[src/rtl/rtcc_pkg.sv]
// Package: shared types, register map and constants of the calendar timekeeper
`default_nettype none
package rtcc_pkg;

	// ==========================================================
	// Calendar time record, also used for the alarm set-points
	typedef struct packed {
		logic [7:0] year;
		logic [3:0] month;
		logic [4:0] day;
		logic [4:0] hour;
		logic [5:0] minute;
		logic [5:0] second;
	} rtcc_time_t;

	// Bus-side signals of one register access
	typedef struct packed {
		logic sel;
		logic enable;
		logic write;
		logic [7:0] addr;
		logic [31:0] wdata;
	} rtcc_bus_req_t;

	// ==========================================================
	// Register byte offsets
	localparam logic [7:0] CUR_SECOND_OFF = 8'h00;
	localparam logic [7:0] CUR_MINUTE_OFF = 8'h04;
	localparam logic [7:0] CUR_HOUR_OFF = 8'h08;
	localparam logic [7:0] CUR_DAY_OFF = 8'h0c;
	localparam logic [7:0] CUR_MONTH_OFF = 8'h10;
	localparam logic [7:0] YEAR_COUNT_OFF = 8'h14;
	localparam logic [7:0] PACKED_SNAPSHOT_OFF = 8'h18;
	localparam logic [7:0] ALARM_SECOND_OFF = 8'h1c;
	localparam logic [7:0] ALARM_MINUTE_OFF = 8'h20;
	localparam logic [7:0] ALARM_HOUR_OFF = 8'h24;
	localparam logic [7:0] ALARM_DAY_OFF = 8'h28;
	localparam logic [7:0] ALARM_MONTH_OFF = 8'h2c;
	localparam logic [7:0] ALARM_YEAR_OFF = 8'h30;
	localparam logic [7:0] ALARM_FIELD_EN_OFF = 8'h34;
	localparam logic [7:0] CONTROL_OFF = 8'h38;

	// ==========================================================
	// Field positions
	localparam int SNAP_YEAR_LSB = 26;
	localparam int SNAP_MONTH_LSB = 22;
	localparam int SNAP_DAY_LSB = 17;
	localparam int SNAP_HOUR_LSB = 12;
	localparam int SNAP_MINUTE_LSB = 6;
	localparam int SNAP_SECOND_LSB = 0;
	localparam int CTRL_IRQ_EN_BIT = 0;
	localparam int CTRL_PENDING_BIT = 1;
	localparam int CTRL_PRESET_BIT = 2;
	localparam int FIELD_EN_W = 6;

	// ==========================================================
	// Field limits and reset values
	localparam logic [5:0] SECOND_MAX = 6'h3b;
	localparam logic [5:0] MINUTE_MAX = 6'h3b;
	localparam logic [4:0] HOUR_MAX = 5'h17;
	localparam logic [3:0] MONTH_MAX = 4'hc;
	localparam logic [3:0] MONTH_FEB = 4'h2;
	localparam logic [4:0] DAY_FIRST = 5'h01;
	localparam logic [3:0] MONTH_FIRST = 4'h1;
	localparam rtcc_time_t TIME_POR = '{8'h00, 4'h1, 5'h01, 5'h00, 6'h00, 6'h00};
	localparam logic [5:0] FIELD_EN_POR = 6'h00;

	// ==========================================================
	// Timing: crystal edges per second
	localparam int XTAL_HZ = 32768;
	localparam int PRESC_W_DEF = $clog2(XTAL_HZ);

endpackage : rtcc_pkg
`default_nettype wire

[src/rtl/rtcc_cal.sv]
// Calendar next-second computation with carries and month lengths
`default_nettype none
module rtcc_cal
(
	input wire rtcc_pkg::rtcc_time_t cur_i,
	output var rtcc_pkg::rtcc_time_t nxt_o
);

	logic leap;
	logic [4:0] month_len;

	// ==========================================================
	// Month length, leap every fourth year offset
	always_comb
	begin
		leap = (cur_i.year[1:0] == 2'b00);
		unique case (cur_i.month)
			4'h4, 4'h6, 4'h9, 4'hb: month_len = 5'h1e;
			rtcc_pkg::MONTH_FEB: month_len = leap ? 5'h1d : 5'h1c;
			default: month_len = 5'h1f;
		endcase
	end

	// ==========================================================
	// Ripple carry through all fields
	always_comb
	begin
		nxt_o = cur_i;
		if (cur_i.second < rtcc_pkg::SECOND_MAX)
			nxt_o.second = cur_i.second + 6'h01;
		else
		begin
			nxt_o.second = 6'h00;
			if (cur_i.minute < rtcc_pkg::MINUTE_MAX)
				nxt_o.minute = cur_i.minute + 6'h01;
			else
			begin
				nxt_o.minute = 6'h00;
				if (cur_i.hour < rtcc_pkg::HOUR_MAX)
					nxt_o.hour = cur_i.hour + 5'h01;
				else
				begin
					nxt_o.hour = 5'h00;
					if (cur_i.day < month_len)
						nxt_o.day = cur_i.day + 5'h01;
					else
					begin
						nxt_o.day = rtcc_pkg::DAY_FIRST;
						if (cur_i.month < rtcc_pkg::MONTH_MAX)
							nxt_o.month = cur_i.month + 4'h1;
						else
						begin
							nxt_o.month = rtcc_pkg::MONTH_FIRST;
							nxt_o.year = cur_i.year + 8'h01;
						end
					end
				end
			end
		end
	end

endmodule // rtcc_cal
`default_nettype wire

[src/rtl/rtcc_top.sv]
// Calendar timekeeper with alarm, APB register slave and crystal prescaler
`default_nettype none
module rtcc_top
#(
	parameter int PRESC_W = rtcc_pkg::PRESC_W_DEF
)
(
	input wire logic ref_clk_i,
	input wire logic rst_b_i,
	input wire logic por_b_i,
	input wire logic ce_i,
	input wire logic xtal_32k_i,
	input wire logic apb_lock_i,
	input wire logic psel_i,
	input wire logic penable_i,
	input wire logic pwrite_i,
	input wire logic [7:0] paddr_i,
	input wire logic [31:0] pwdata_i,
	output logic [31:0] prdata_o,
	output logic pready_o,
	output logic pslverr_o,
	output logic alarm_irq_o,
	output logic wake_o
);

	// ==========================================================
	// Elaboration check
	if (PRESC_W < 2 || PRESC_W > 24)
	begin : g_chk
		$error("PRESC_W out of range");
	end

	rtcc_pkg::rtcc_bus_req_t req;
	assign req = '{psel_i, penable_i, pwrite_i, paddr_i, pwdata_i};

	// State
	logic xs1_r, xs2_r, xs3_r;
	logic [PRESC_W-1:0] presc_r, presc_nxt;
	rtcc_pkg::rtcc_time_t time_r, time_nxt, time_inc, alarm_r, alarm_nxt;
	logic [5:0] field_en_r, field_en_nxt;
	logic pending_r, pending_nxt, irq_en_r, irq_en_nxt;
	logic tick_d_r, irq_r, irq_nxt, wake_r, wake_nxt;
	logic pready_r, pready_nxt, pslverr_r, pslverr_nxt;
	logic [31:0] prdata_r, prdata_nxt;
	logic xtal_rise, tick, wr, preset, alarm_hit, mapped;
	logic [5:0] field_eq, field_ok;
	logic [31:0] snap, rd_word;

	// ==========================================================
	// Decode and packed snapshot
	assign xtal_rise = xs2_r & ~xs3_r;
	assign tick = xtal_rise & (presc_r == {PRESC_W{1'b1}});
	assign wr = req.sel & req.enable & req.write & pready_r & ~apb_lock_i;
	assign preset = wr & (req.addr == rtcc_pkg::CONTROL_OFF)
		& req.wdata[rtcc_pkg::CTRL_PRESET_BIT];
	assign snap = (32'(time_r.year[5:0]) << rtcc_pkg::SNAP_YEAR_LSB)
		| (32'(time_r.month) << rtcc_pkg::SNAP_MONTH_LSB)
		| (32'(time_r.day) << rtcc_pkg::SNAP_DAY_LSB)
		| (32'(time_r.hour) << rtcc_pkg::SNAP_HOUR_LSB)
		| (32'(time_r.minute) << rtcc_pkg::SNAP_MINUTE_LSB)
		| (32'(time_r.second) << rtcc_pkg::SNAP_SECOND_LSB);

	// Calendar increment
	rtcc_cal u_cal
	(
		.cur_i(time_r),
		.nxt_o(time_inc)
	);

	// ==========================================================
	// Alarm compare, field equalities
	assign field_eq = {time_r.year == alarm_r.year, time_r.month == alarm_r.month,
		time_r.day == alarm_r.day, time_r.hour == alarm_r.hour,
		time_r.minute == alarm_r.minute, time_r.second == alarm_r.second};

	for (genvar i = 0; i < rtcc_pkg::FIELD_EN_W; i++)
	begin : g_field
		assign field_ok[i] = ~field_en_r[i] | field_eq[i];
	end

	assign alarm_hit = tick_d_r & (&field_ok);

	// ==========================================================
	// Crystal synchroniser and prescaler
	always_comb
	begin
		presc_nxt = presc_r;
		if (preset)
			presc_nxt = {PRESC_W{1'b1}};
		else if (xtal_rise)
			presc_nxt = presc_r + 1'b1;
	end

	always_ff @(posedge ref_clk_i)
	begin
		if (!por_b_i)
		begin
			xs1_r <= 1'b0;
			xs2_r <= 1'b0;
			xs3_r <= 1'b0;
			presc_r <= '0;
			tick_d_r <= 1'b0;
		end
		else if (ce_i)
		begin
			xs1_r <= xtal_32k_i;
			xs2_r <= xs1_r;
			xs3_r <= xs2_r;
			presc_r <= presc_nxt;
			tick_d_r <= tick;
		end
	end

	// ==========================================================
	// Time, alarm and control registers
	always_comb
	begin
		time_nxt = tick ? time_inc : time_r;
		alarm_nxt = alarm_r;
		field_en_nxt = field_en_r;
		irq_en_nxt = irq_en_r;
		if (wr)
		begin
			unique case (req.addr)
				rtcc_pkg::CUR_SECOND_OFF: time_nxt.second = req.wdata[5:0];
				rtcc_pkg::CUR_MINUTE_OFF: time_nxt.minute = req.wdata[5:0];
				rtcc_pkg::CUR_HOUR_OFF: time_nxt.hour = req.wdata[4:0];
				rtcc_pkg::CUR_DAY_OFF: time_nxt.day = req.wdata[4:0];
				rtcc_pkg::CUR_MONTH_OFF: time_nxt.month = req.wdata[3:0];
				rtcc_pkg::YEAR_COUNT_OFF: time_nxt.year = req.wdata[7:0];
				rtcc_pkg::ALARM_SECOND_OFF: alarm_nxt.second = req.wdata[5:0];
				rtcc_pkg::ALARM_MINUTE_OFF: alarm_nxt.minute = req.wdata[5:0];
				rtcc_pkg::ALARM_HOUR_OFF: alarm_nxt.hour = req.wdata[4:0];
				rtcc_pkg::ALARM_DAY_OFF: alarm_nxt.day = req.wdata[4:0];
				rtcc_pkg::ALARM_MONTH_OFF: alarm_nxt.month = req.wdata[3:0];
				rtcc_pkg::ALARM_YEAR_OFF: alarm_nxt.year = req.wdata[7:0];
				rtcc_pkg::ALARM_FIELD_EN_OFF: field_en_nxt = req.wdata[5:0];
				rtcc_pkg::CONTROL_OFF: irq_en_nxt = req.wdata[rtcc_pkg::CTRL_IRQ_EN_BIT];
				default: ;
			endcase
		end
	end

	always_ff @(posedge ref_clk_i)
	begin
		if (!por_b_i)
		begin
			time_r <= rtcc_pkg::TIME_POR;
			alarm_r <= rtcc_pkg::TIME_POR;
			field_en_r <= rtcc_pkg::FIELD_EN_POR;
			irq_en_r <= 1'b0;
		end
		else if (ce_i)
		begin
			time_r <= time_nxt;
			alarm_r <= alarm_nxt;
			field_en_r <= field_en_nxt;
			irq_en_r <= irq_en_nxt;
		end
	end

	// ==========================================================
	// Pending flag, interrupt and wake
	always_comb
	begin
		pending_nxt = pending_r;
		if (wr && req.addr == rtcc_pkg::CONTROL_OFF && req.wdata[rtcc_pkg::CTRL_PENDING_BIT])
			pending_nxt = 1'b0;
		if (alarm_hit)
			pending_nxt = 1'b1;
		irq_nxt = pending_nxt & irq_en_nxt;
		wake_nxt = alarm_hit;
	end

	// Status flops
	always_ff @(posedge ref_clk_i)
	begin
		if (!por_b_i)
		begin
			pending_r <= 1'b0;
			irq_r <= 1'b0;
			wake_r <= 1'b0;
		end
		else if (ce_i)
		begin
			pending_r <= pending_nxt;
			irq_r <= irq_nxt;
			wake_r <= wake_nxt;
		end
	end

	// ==========================================================
	// APB read mux and handshake
	always_comb
	begin
		mapped = 1'b1;
		unique case (req.addr)
			rtcc_pkg::CUR_SECOND_OFF: rd_word = 32'(time_r.second);
			rtcc_pkg::CUR_MINUTE_OFF: rd_word = 32'(time_r.minute);
			rtcc_pkg::CUR_HOUR_OFF: rd_word = 32'(time_r.hour);
			rtcc_pkg::CUR_DAY_OFF: rd_word = 32'(time_r.day);
			rtcc_pkg::CUR_MONTH_OFF: rd_word = 32'(time_r.month);
			rtcc_pkg::YEAR_COUNT_OFF: rd_word = 32'(time_r.year);
			rtcc_pkg::PACKED_SNAPSHOT_OFF: rd_word = snap;
			rtcc_pkg::ALARM_SECOND_OFF: rd_word = 32'(alarm_r.second);
			rtcc_pkg::ALARM_MINUTE_OFF: rd_word = 32'(alarm_r.minute);
			rtcc_pkg::ALARM_HOUR_OFF: rd_word = 32'(alarm_r.hour);
			rtcc_pkg::ALARM_DAY_OFF: rd_word = 32'(alarm_r.day);
			rtcc_pkg::ALARM_MONTH_OFF: rd_word = 32'(alarm_r.month);
			rtcc_pkg::ALARM_YEAR_OFF: rd_word = 32'(alarm_r.year);
			rtcc_pkg::ALARM_FIELD_EN_OFF: rd_word = 32'(field_en_r);
			rtcc_pkg::CONTROL_OFF: rd_word = 32'({1'b0, pending_r, irq_en_r});
			default:
			begin
				rd_word = 32'h0000_0000;
				mapped = 1'b0;
			end
		endcase
		// Setup phase captures answer, access phase completes
		pready_nxt = req.sel & ~req.enable;
		pslverr_nxt = req.sel & ~req.enable & ~mapped;
		prdata_nxt = (req.sel & ~req.enable & ~req.write) ? rd_word : 32'h0000_0000;
	end

	// Bus flops, cleared by system reset
	always_ff @(posedge ref_clk_i)
	begin
		if (!rst_b_i)
		begin
			pready_r <= 1'b0;
			pslverr_r <= 1'b0;
			prdata_r <= 32'h0000_0000;
		end
		else if (ce_i)
		begin
			pready_r <= pready_nxt;
			pslverr_r <= pslverr_nxt;
			prdata_r <= prdata_nxt;
		end
	end

	assign prdata_o = prdata_r;
	assign pready_o = pready_r;
	assign pslverr_o = pslverr_r;
	assign alarm_irq_o = irq_r;
	assign wake_o = wake_r;
endmodule // rtcc_top
`default_nettype wire

[config.mk]
export PLATFORM = sky130hd
export DESIGN_NAME = rtcc_top
export DESIGN_NICKNAME = d
export VERILOG_FILES = /design/src/rtl/rtcc_pkg.sv /design/src/rtl/rtcc_cal.sv /design/src/rtl/rtcc_top.sv
export SDC_FILE = /design/constraint.sdc
export NUM_CORES = 1
export LEC_CHECK = 0
export ABC_AREA = 1
export BUFFER_PORTS_ARGS = -buffer_cell sky130_fd_sc_hd__buf_2
export CAP_MARGIN = 20
export CORE_ASPECT_RATIO = 0.6
export CORE_MARGIN = 4
export CORE_UTILIZATION = 35
export CTS_CLUSTER_SIZE = 12
export DETAILED_ROUTE_END_ITERATION = 10
export SLEW_MARGIN = 20
export SYNTH_ARGS = -nofsm -noshare
export SYNTH_HDL_FRONTEND = slang
export SYNTH_SLANG_ARGS = --single-unit
[constraint.sdc]
create_clock -name ref_clk_i -period 5.3 [get_ports ref_clk_i]
set_input_delay 0.53 -clock ref_clk_i [delete_from_list [all_inputs] [get_ports ref_clk_i]]
set_output_delay 0.53 -clock ref_clk_i [all_outputs]
set_load 0.02 [all_outputs]
## Word level (Yosys, flattened, before mapping)

Cells that the tools add are included.

| storage, ports and cells | value |
|---|---|
| register bits after elaboration | 131 |
| input bits | 49 |
| output and inout port bits | 36 |

| operators by class | value |
|---|---|
| $add $sub $neg | 7 |
| order comparisons | 5 |
| equal/unequal tests | 26 |
| muxes and demuxes | 29 |
| bitwise logic cells | 35 |
| reduce and logical (&&, ||, !) cells | 16 |

Operators by type and width:

| kind | number |
|---|---|
| case mux 32 bit (15 select lines) | 1 |
| 2-to-1 mux 34 bit | 2 |
| == test 8 x 6 -> 1 bit (second input constant) | 7 |
| == test 8 x 5 -> 1 bit (second input constant) | 4 |
| 2-to-1 mux 32 bit | 1 |
| OR 32 x 12 -> 32 bit | 1 |
| OR 32 x 17 -> 32 bit | 1 |
| OR 32 x 22 -> 32 bit | 1 |
| OR 32 x 26 -> 32 bit | 1 |
| OR 32 x 6 -> 32 bit | 1 |
| 2-to-1 mux 15 bit | 2 |
| 2-to-1 mux 28 bit | 1 |
| 2-to-1 mux 6 bit | 4 |
| 2-to-1 mux 22 bit | 1 |
| AND reduction 3 bit | 7 |
| 2-to-1 mux 5 bit | 4 |
| 2-to-1 mux 17 bit | 1 |
| == test 8 x 4 -> 1 bit (second input constant) | 2 |
| 2-to-1 mux 8 bit | 2 |
| adder 15 x 1 -> 15 bit (second input constant) | 1 |
| == test 15 bit (second input constant) | 1 |
| OR reduction 15 bit | 1 |
| AND 1 bit | 13 |
| adder 6 x 1 -> 6 bit (second input constant) | 2 |
| 28 further kinds | 56 |

## Logic depth before layout (Yosys ltp)

| depth | value |
|---|---|
| depth in word-level cells | 11 |
| gate-level depth with buffers | 15 |
| depth with buffers taken out | 15 |

## Hierarchy

From an unflattened synthesis, not the netlist that was laid out.

| second synthesis, totals | value |
|---|---|
| cells, all modules | 1246 |
| area total of the unflattened synthesis | 8062.7 µm² |

Modules (own cells, without submodules):

| module | instances | cells each | area each (µm²) |
|---|---|---|---|
| rtcc_top | 1 | 1062 | 7079.3 |
| rtcc_cal | 1 | 184 | 983.4 |

## Least setup slack after synthesis

Ideal clock, no wire load.

| timing path | value |
|---|---|
| path type | register to register |
| start | register time_r[22] in the netlist's numbering |
| end | register time_r[29] in the netlist's numbering |
| library setup time | 131 ps |
| arrival | 2143 ps |
| setup slack | 3026 ps |
| stages on the path, launching flop included | 16 |
| clock period less this slack | 2274 ps |
| cell sequence | dfxtp_1 > clkbuf_1 > inv_1 > ha_1 > nor3b_1 > ha_1 > nand2_1 > nor3_1 > nand2_1 > nand2_2 > buf_4 > nand3_1 > nand2_1 > nand2_1 > nand2_1 > a21oi_2 |

| on the way | value |
|---|---|
| cells in the longest elaborated chain, start to end | 11 |

Ends and longest elaborated chain:

| element | line | RTL |
|---|---|---|
| start, declared | rtcc_top.sv:39 | `rtcc_pkg::rtcc_time_t time_r, time_nxt, time_inc, alarm_r, alarm_nxt;` |
| start signal, assigned | rtcc_top.sv:148 | `time_r <= rtcc_pkg::TIME_POR;` |
| start signal, assigned | rtcc_top.sv:155 | `time_r <= time_nxt;` |
| == test 4 x 3 -> 1 bit / == test 4 bit (equally long branches) | rtcc_cal.sv:17 | `unique case (cur_i.month)` |
| OR reduction 4 bit | rtcc_cal.sv:17 |  |
| case mux 5 bit (2 select lines) | rtcc_cal.sv:17 |  |
| < comparator 5 bit | rtcc_cal.sv:44 | `if (cur_i.day < month_len)` |
| 2-to-1 mux 12 bit (*) | rtcc_cal.sv:44 |  |
| 2-to-1 mux 17 bit (*) | rtcc_cal.sv:39 | `if (cur_i.hour < rtcc_pkg::HOUR_MAX)` |
| 2-to-1 mux 22 bit (*) | rtcc_cal.sv:34 | `if (cur_i.minute < rtcc_pkg::MINUTE_MAX)` |
| 2-to-1 mux 28 bit (*) | rtcc_cal.sv:29 | `if (cur_i.second < rtcc_pkg::SECOND_MAX)` |
| 2-to-1 mux 34 bit (*) | rtcc_top.sv:118 | `time_nxt = tick ? time_inc : time_r;` |
| 2-to-1 mux 8 bit | rtcc_top.sv:124 | `unique case (req.addr)` |
| 2-to-1 mux 34 bit (*) | rtcc_top.sv:122 | `if (wr)` |

Mark *: on every way between the ends. The rest lies on a longest branch, timed or not.
A chain may end at the register's enable or synchronous reset.

## Worst setup path in the final report

| timing path | value |
|---|---|
| start | register time_r[22] in the netlist's numbering |
| end | register time_r[20] in the netlist's numbering |

| on the way | value |
|---|---|
| cells in the longest elaborated chain, start to end | 11 |

Ends and longest elaborated chain:

| element | line |
|---|---|
| == test 4 x 3 -> 1 bit / == test 4 bit (equally long branches) | rtcc_cal.sv:17 |
| OR reduction 4 bit | rtcc_cal.sv:17 |
| case mux 5 bit (2 select lines) (*) | rtcc_cal.sv:17 |
| < comparator 5 bit (*) | rtcc_cal.sv:44 |
| 2-to-1 mux 5 bit (*) | rtcc_cal.sv:44 |
| 2-to-1 mux 17 bit (*) | rtcc_cal.sv:39 |
| 2-to-1 mux 22 bit (*) | rtcc_cal.sv:34 |
| 2-to-1 mux 28 bit (*) | rtcc_cal.sv:29 |
| 2-to-1 mux 34 bit (*) | rtcc_top.sv:118 |
| 2-to-1 mux 5 bit | rtcc_top.sv:124 |
| 2-to-1 mux 34 bit (*) | rtcc_top.sv:122 |

Marks and branches as above.

==> run metrics <==
status finished, final reports clean; CP dominant cell by count nand2_1; max-cap violations 0; top cell type's share of synthesized area 0.3413; Crit Path Class reg -> reg; DRC Markers 0; first-pass GRT wire length 41.19 mm; Hold WS 0.3140 ns; actual slew at the worst max-slew pin 1.001 ns; commonest non-fill, non-tap cell in the layout nand2_1; Synth Area per Inst 6.619 µm²; Hold/Removal Path Class in -> reg; Max Slew Vio Count 0; post-synth top area cell dfxtp_1; vias in the first global route 6882; Final Hold Fails 0; ranking of synthesized cells by area dfxtp_1 34%, nand2_1 15%, a21oi_1 8.8%, inv_1 4.9%, nand3_1 3.6%; cell family with most CP delay simple AND/OR/NAND/NOR gates; commonest non-fill, non-tap cells in the layout 315 x nand2_1, 135 x a21oi_1, 131 x dfxtp_1; fraction of layout cells with a size suffix above 1 0.1424; clk buf depth 2; met2 global-route usage 0.2817; met1 usage 0.3531; Mapped Area 0.007685 mm²; Hold Buf Count CTS 0; Top Usage Layer GRT met1; required time worst endpoint 5.57 ns; Fin Setup TNS 0 ns; Antenna Nets Post-Route 0; GRT met3 Usage 0.07078; Die Height 122.8 µm; Post-Route WL 27.09 mm; Antenna Cells 0; fin crit share 0.5150; R2R Setup Slk 2.57 ns; power per standard cell area 272.7 mW/mm²; initial antenna violation count 0; CTS tree done; Design Power 0.002391 W; Hold Startpoint xtal_32k_i; Reg2Reg Capture Point time_r[20]; Peak VDD IR 0.2146 mV; GRT Util Overall 0.2235; CP max FO 17; reg-to-reg startpoint time_r[22]; IO Count 85; WP data arrival 3.00 ns; RSZ-0062 raised after global routing false; Crit. End Element register; Seq/Total Area, Yosys 0.3413; Slew headroom 0.3317; clk sinks 131; CP max-delay cell dfxtp_1; DRT Pass-1 Iters 5; cts bufs inserted 17; critical-path cell list inv_1 -> ha_1 -> nor3b_1 -> ha_1 -> nand2_1 -> nor3_1 -> nand2_1 -> nand2_2 -> nand2_2 -> nand2_1 -> nand2_1 -> nand3_1 -> a21oi_1; Reg clk slew, reported paths 0.06 ns; Clk Latency, worst-skew pair 0.44 ns; CTS H-tree depth 4; fin nets 1256; worst clock skew 0.01310 ns; grt ovf 0; Wirelength per Cell 18.22 µm; crit path from time_r[22]; CP Launch Type register; largest net degree at the start of global routing 54; Final Critical Period 2.729 ns; final setup fails 0; Syn-to-layout area delta 14.08%; r2r worst-path depth 13; Core ar. 0.02129 mm²; syn_nets 1222; Syn Inst Count 1161; PortBufs 60; Buf/Inv on CP 1; row count 41; Netlist cell types 46; FF+latch count, synth 131; Leak 3.611 nW; starting density of the core 0.3610; Die Wd 199.3 µm; 1st-iter DRT viols 959; Max Freq 366.4 MHz; vias per std cell 5.362; Hold Path End xs1_r; via count 7973; GPL Wtd Cong 1.019; Die Area 0.02447 mm²; post-DP HPWL 20.11 mm; CP max stage delay 0.56 ns; # resized after CTS 0; WHS Path Cells 3; Ys Warns 0; CTS root buf clkbuf_16; number of setup buffers added after CTS 0
-- registers in the layout, summed over array words and instances (netlist names) --
register,count
alarm_r,34
time_r,34
prdata_o,32
presc_r,15
field_en_r,6
alarm_irq_o,1
irq_en_r,1
pending_r,1
pready_o,1
pslverr_o,1
tick_d_r,1
wake_o,1
xs1_r,1
xs2_r,1
xs3_r,1
-- metrics by stage --
stage / area, µm² / setup WS, ns / std cells / utilization
after floorplan: 7685 / 3.026 / 1161 / -
after global placement: 8143 / 2.476 / 1455 / 0.3825
after detailed placement: 8143 / 2.394 / 1455 / 0.3825
after CTS: 8767 / 2.629 / 1487 / 0.4118
after global routing: 8767 / 2.294 / 1487 / 0.4118
final: 8767 / 2.571 / 1487 / 0.4118
-- per-layer routing --
| layer | up-vias | wire (µm) |
|---|---|---|
| met5 | - | 0 |
| met4 | 0 | 311 |
| met3 | 25 | 3287 |
| met2 | 372 | 10070 |
| met1 | 3674 | 13420 |
| li1 | 3902 | - |
-- cells in the mapped netlist (all sizes together) --
master   instances
o21a             2
o211ai          12
buf             16
o211a            1
xnor2           10
o221ai           5
clkbuf          32
o2bb2ai          1
clkinv           5
xor2            21
a311oi           1
a21oi          137
nand4           23
or2              1
nor4             3
nor3            19
ha              12
o21bai           1
nand2          325
o22ai            5
nor3b            1
o21ai           92
inv            126
a31oi            9
o31ai            3
o221a            1
a211oi           1
a22oi            1
nand3           61
dfxtp          131
nor2           103
-- worst max path at each step --
stage | endpoint | cells past startpoint | slack (ns)
floorplan | time_r[29] | 15 | 3.03
global placement | prdata_o[29] | 8 | 2.48
detailed placement | alarm_r[0] | 9 | 2.39
CTS | time_r[32] | 13 | 2.63
global route | time_r[32] | 13 | 2.29
finish | time_r[20] | 13 | 2.57
-- worst min-delay path, stage by stage --
cell and delay, ns:
buf_2 0.08, nor2_1 0.03, nor2_1 0.08
-- where the power goes --
group          switching, W  leakage (nW)  total (W)  internal [W]
Clock              0.000460         0.298    0.00126      0.000801
Combinational     0.0000932          2.25   0.000124     0.0000312
Sequential        0.0000121          1.06    0.00101      0.000993
-- cell type report --
cell class,instances,area (µm²)
fillers,2255,12520
clock buffers,24,501.7
flip-flops and latches,131,2623
multi-input cells,851,4357
clock inverters,8,122.6
repair buffers,63,322.8
inverters,131,491.7
well taps,279,349.1
-- logic make-up after synthesis --
family	share of synthesized area
XOR/XNOR	0.03533
buffers and inverters	0.09183
adder cells (fa/ha/maj)	0.01954
AO/OA/AOI/OAI	0.1923
AND/OR/NAND/NOR	0.3198
flip-flops	0.3413
(Power assumes the default switching activity.)
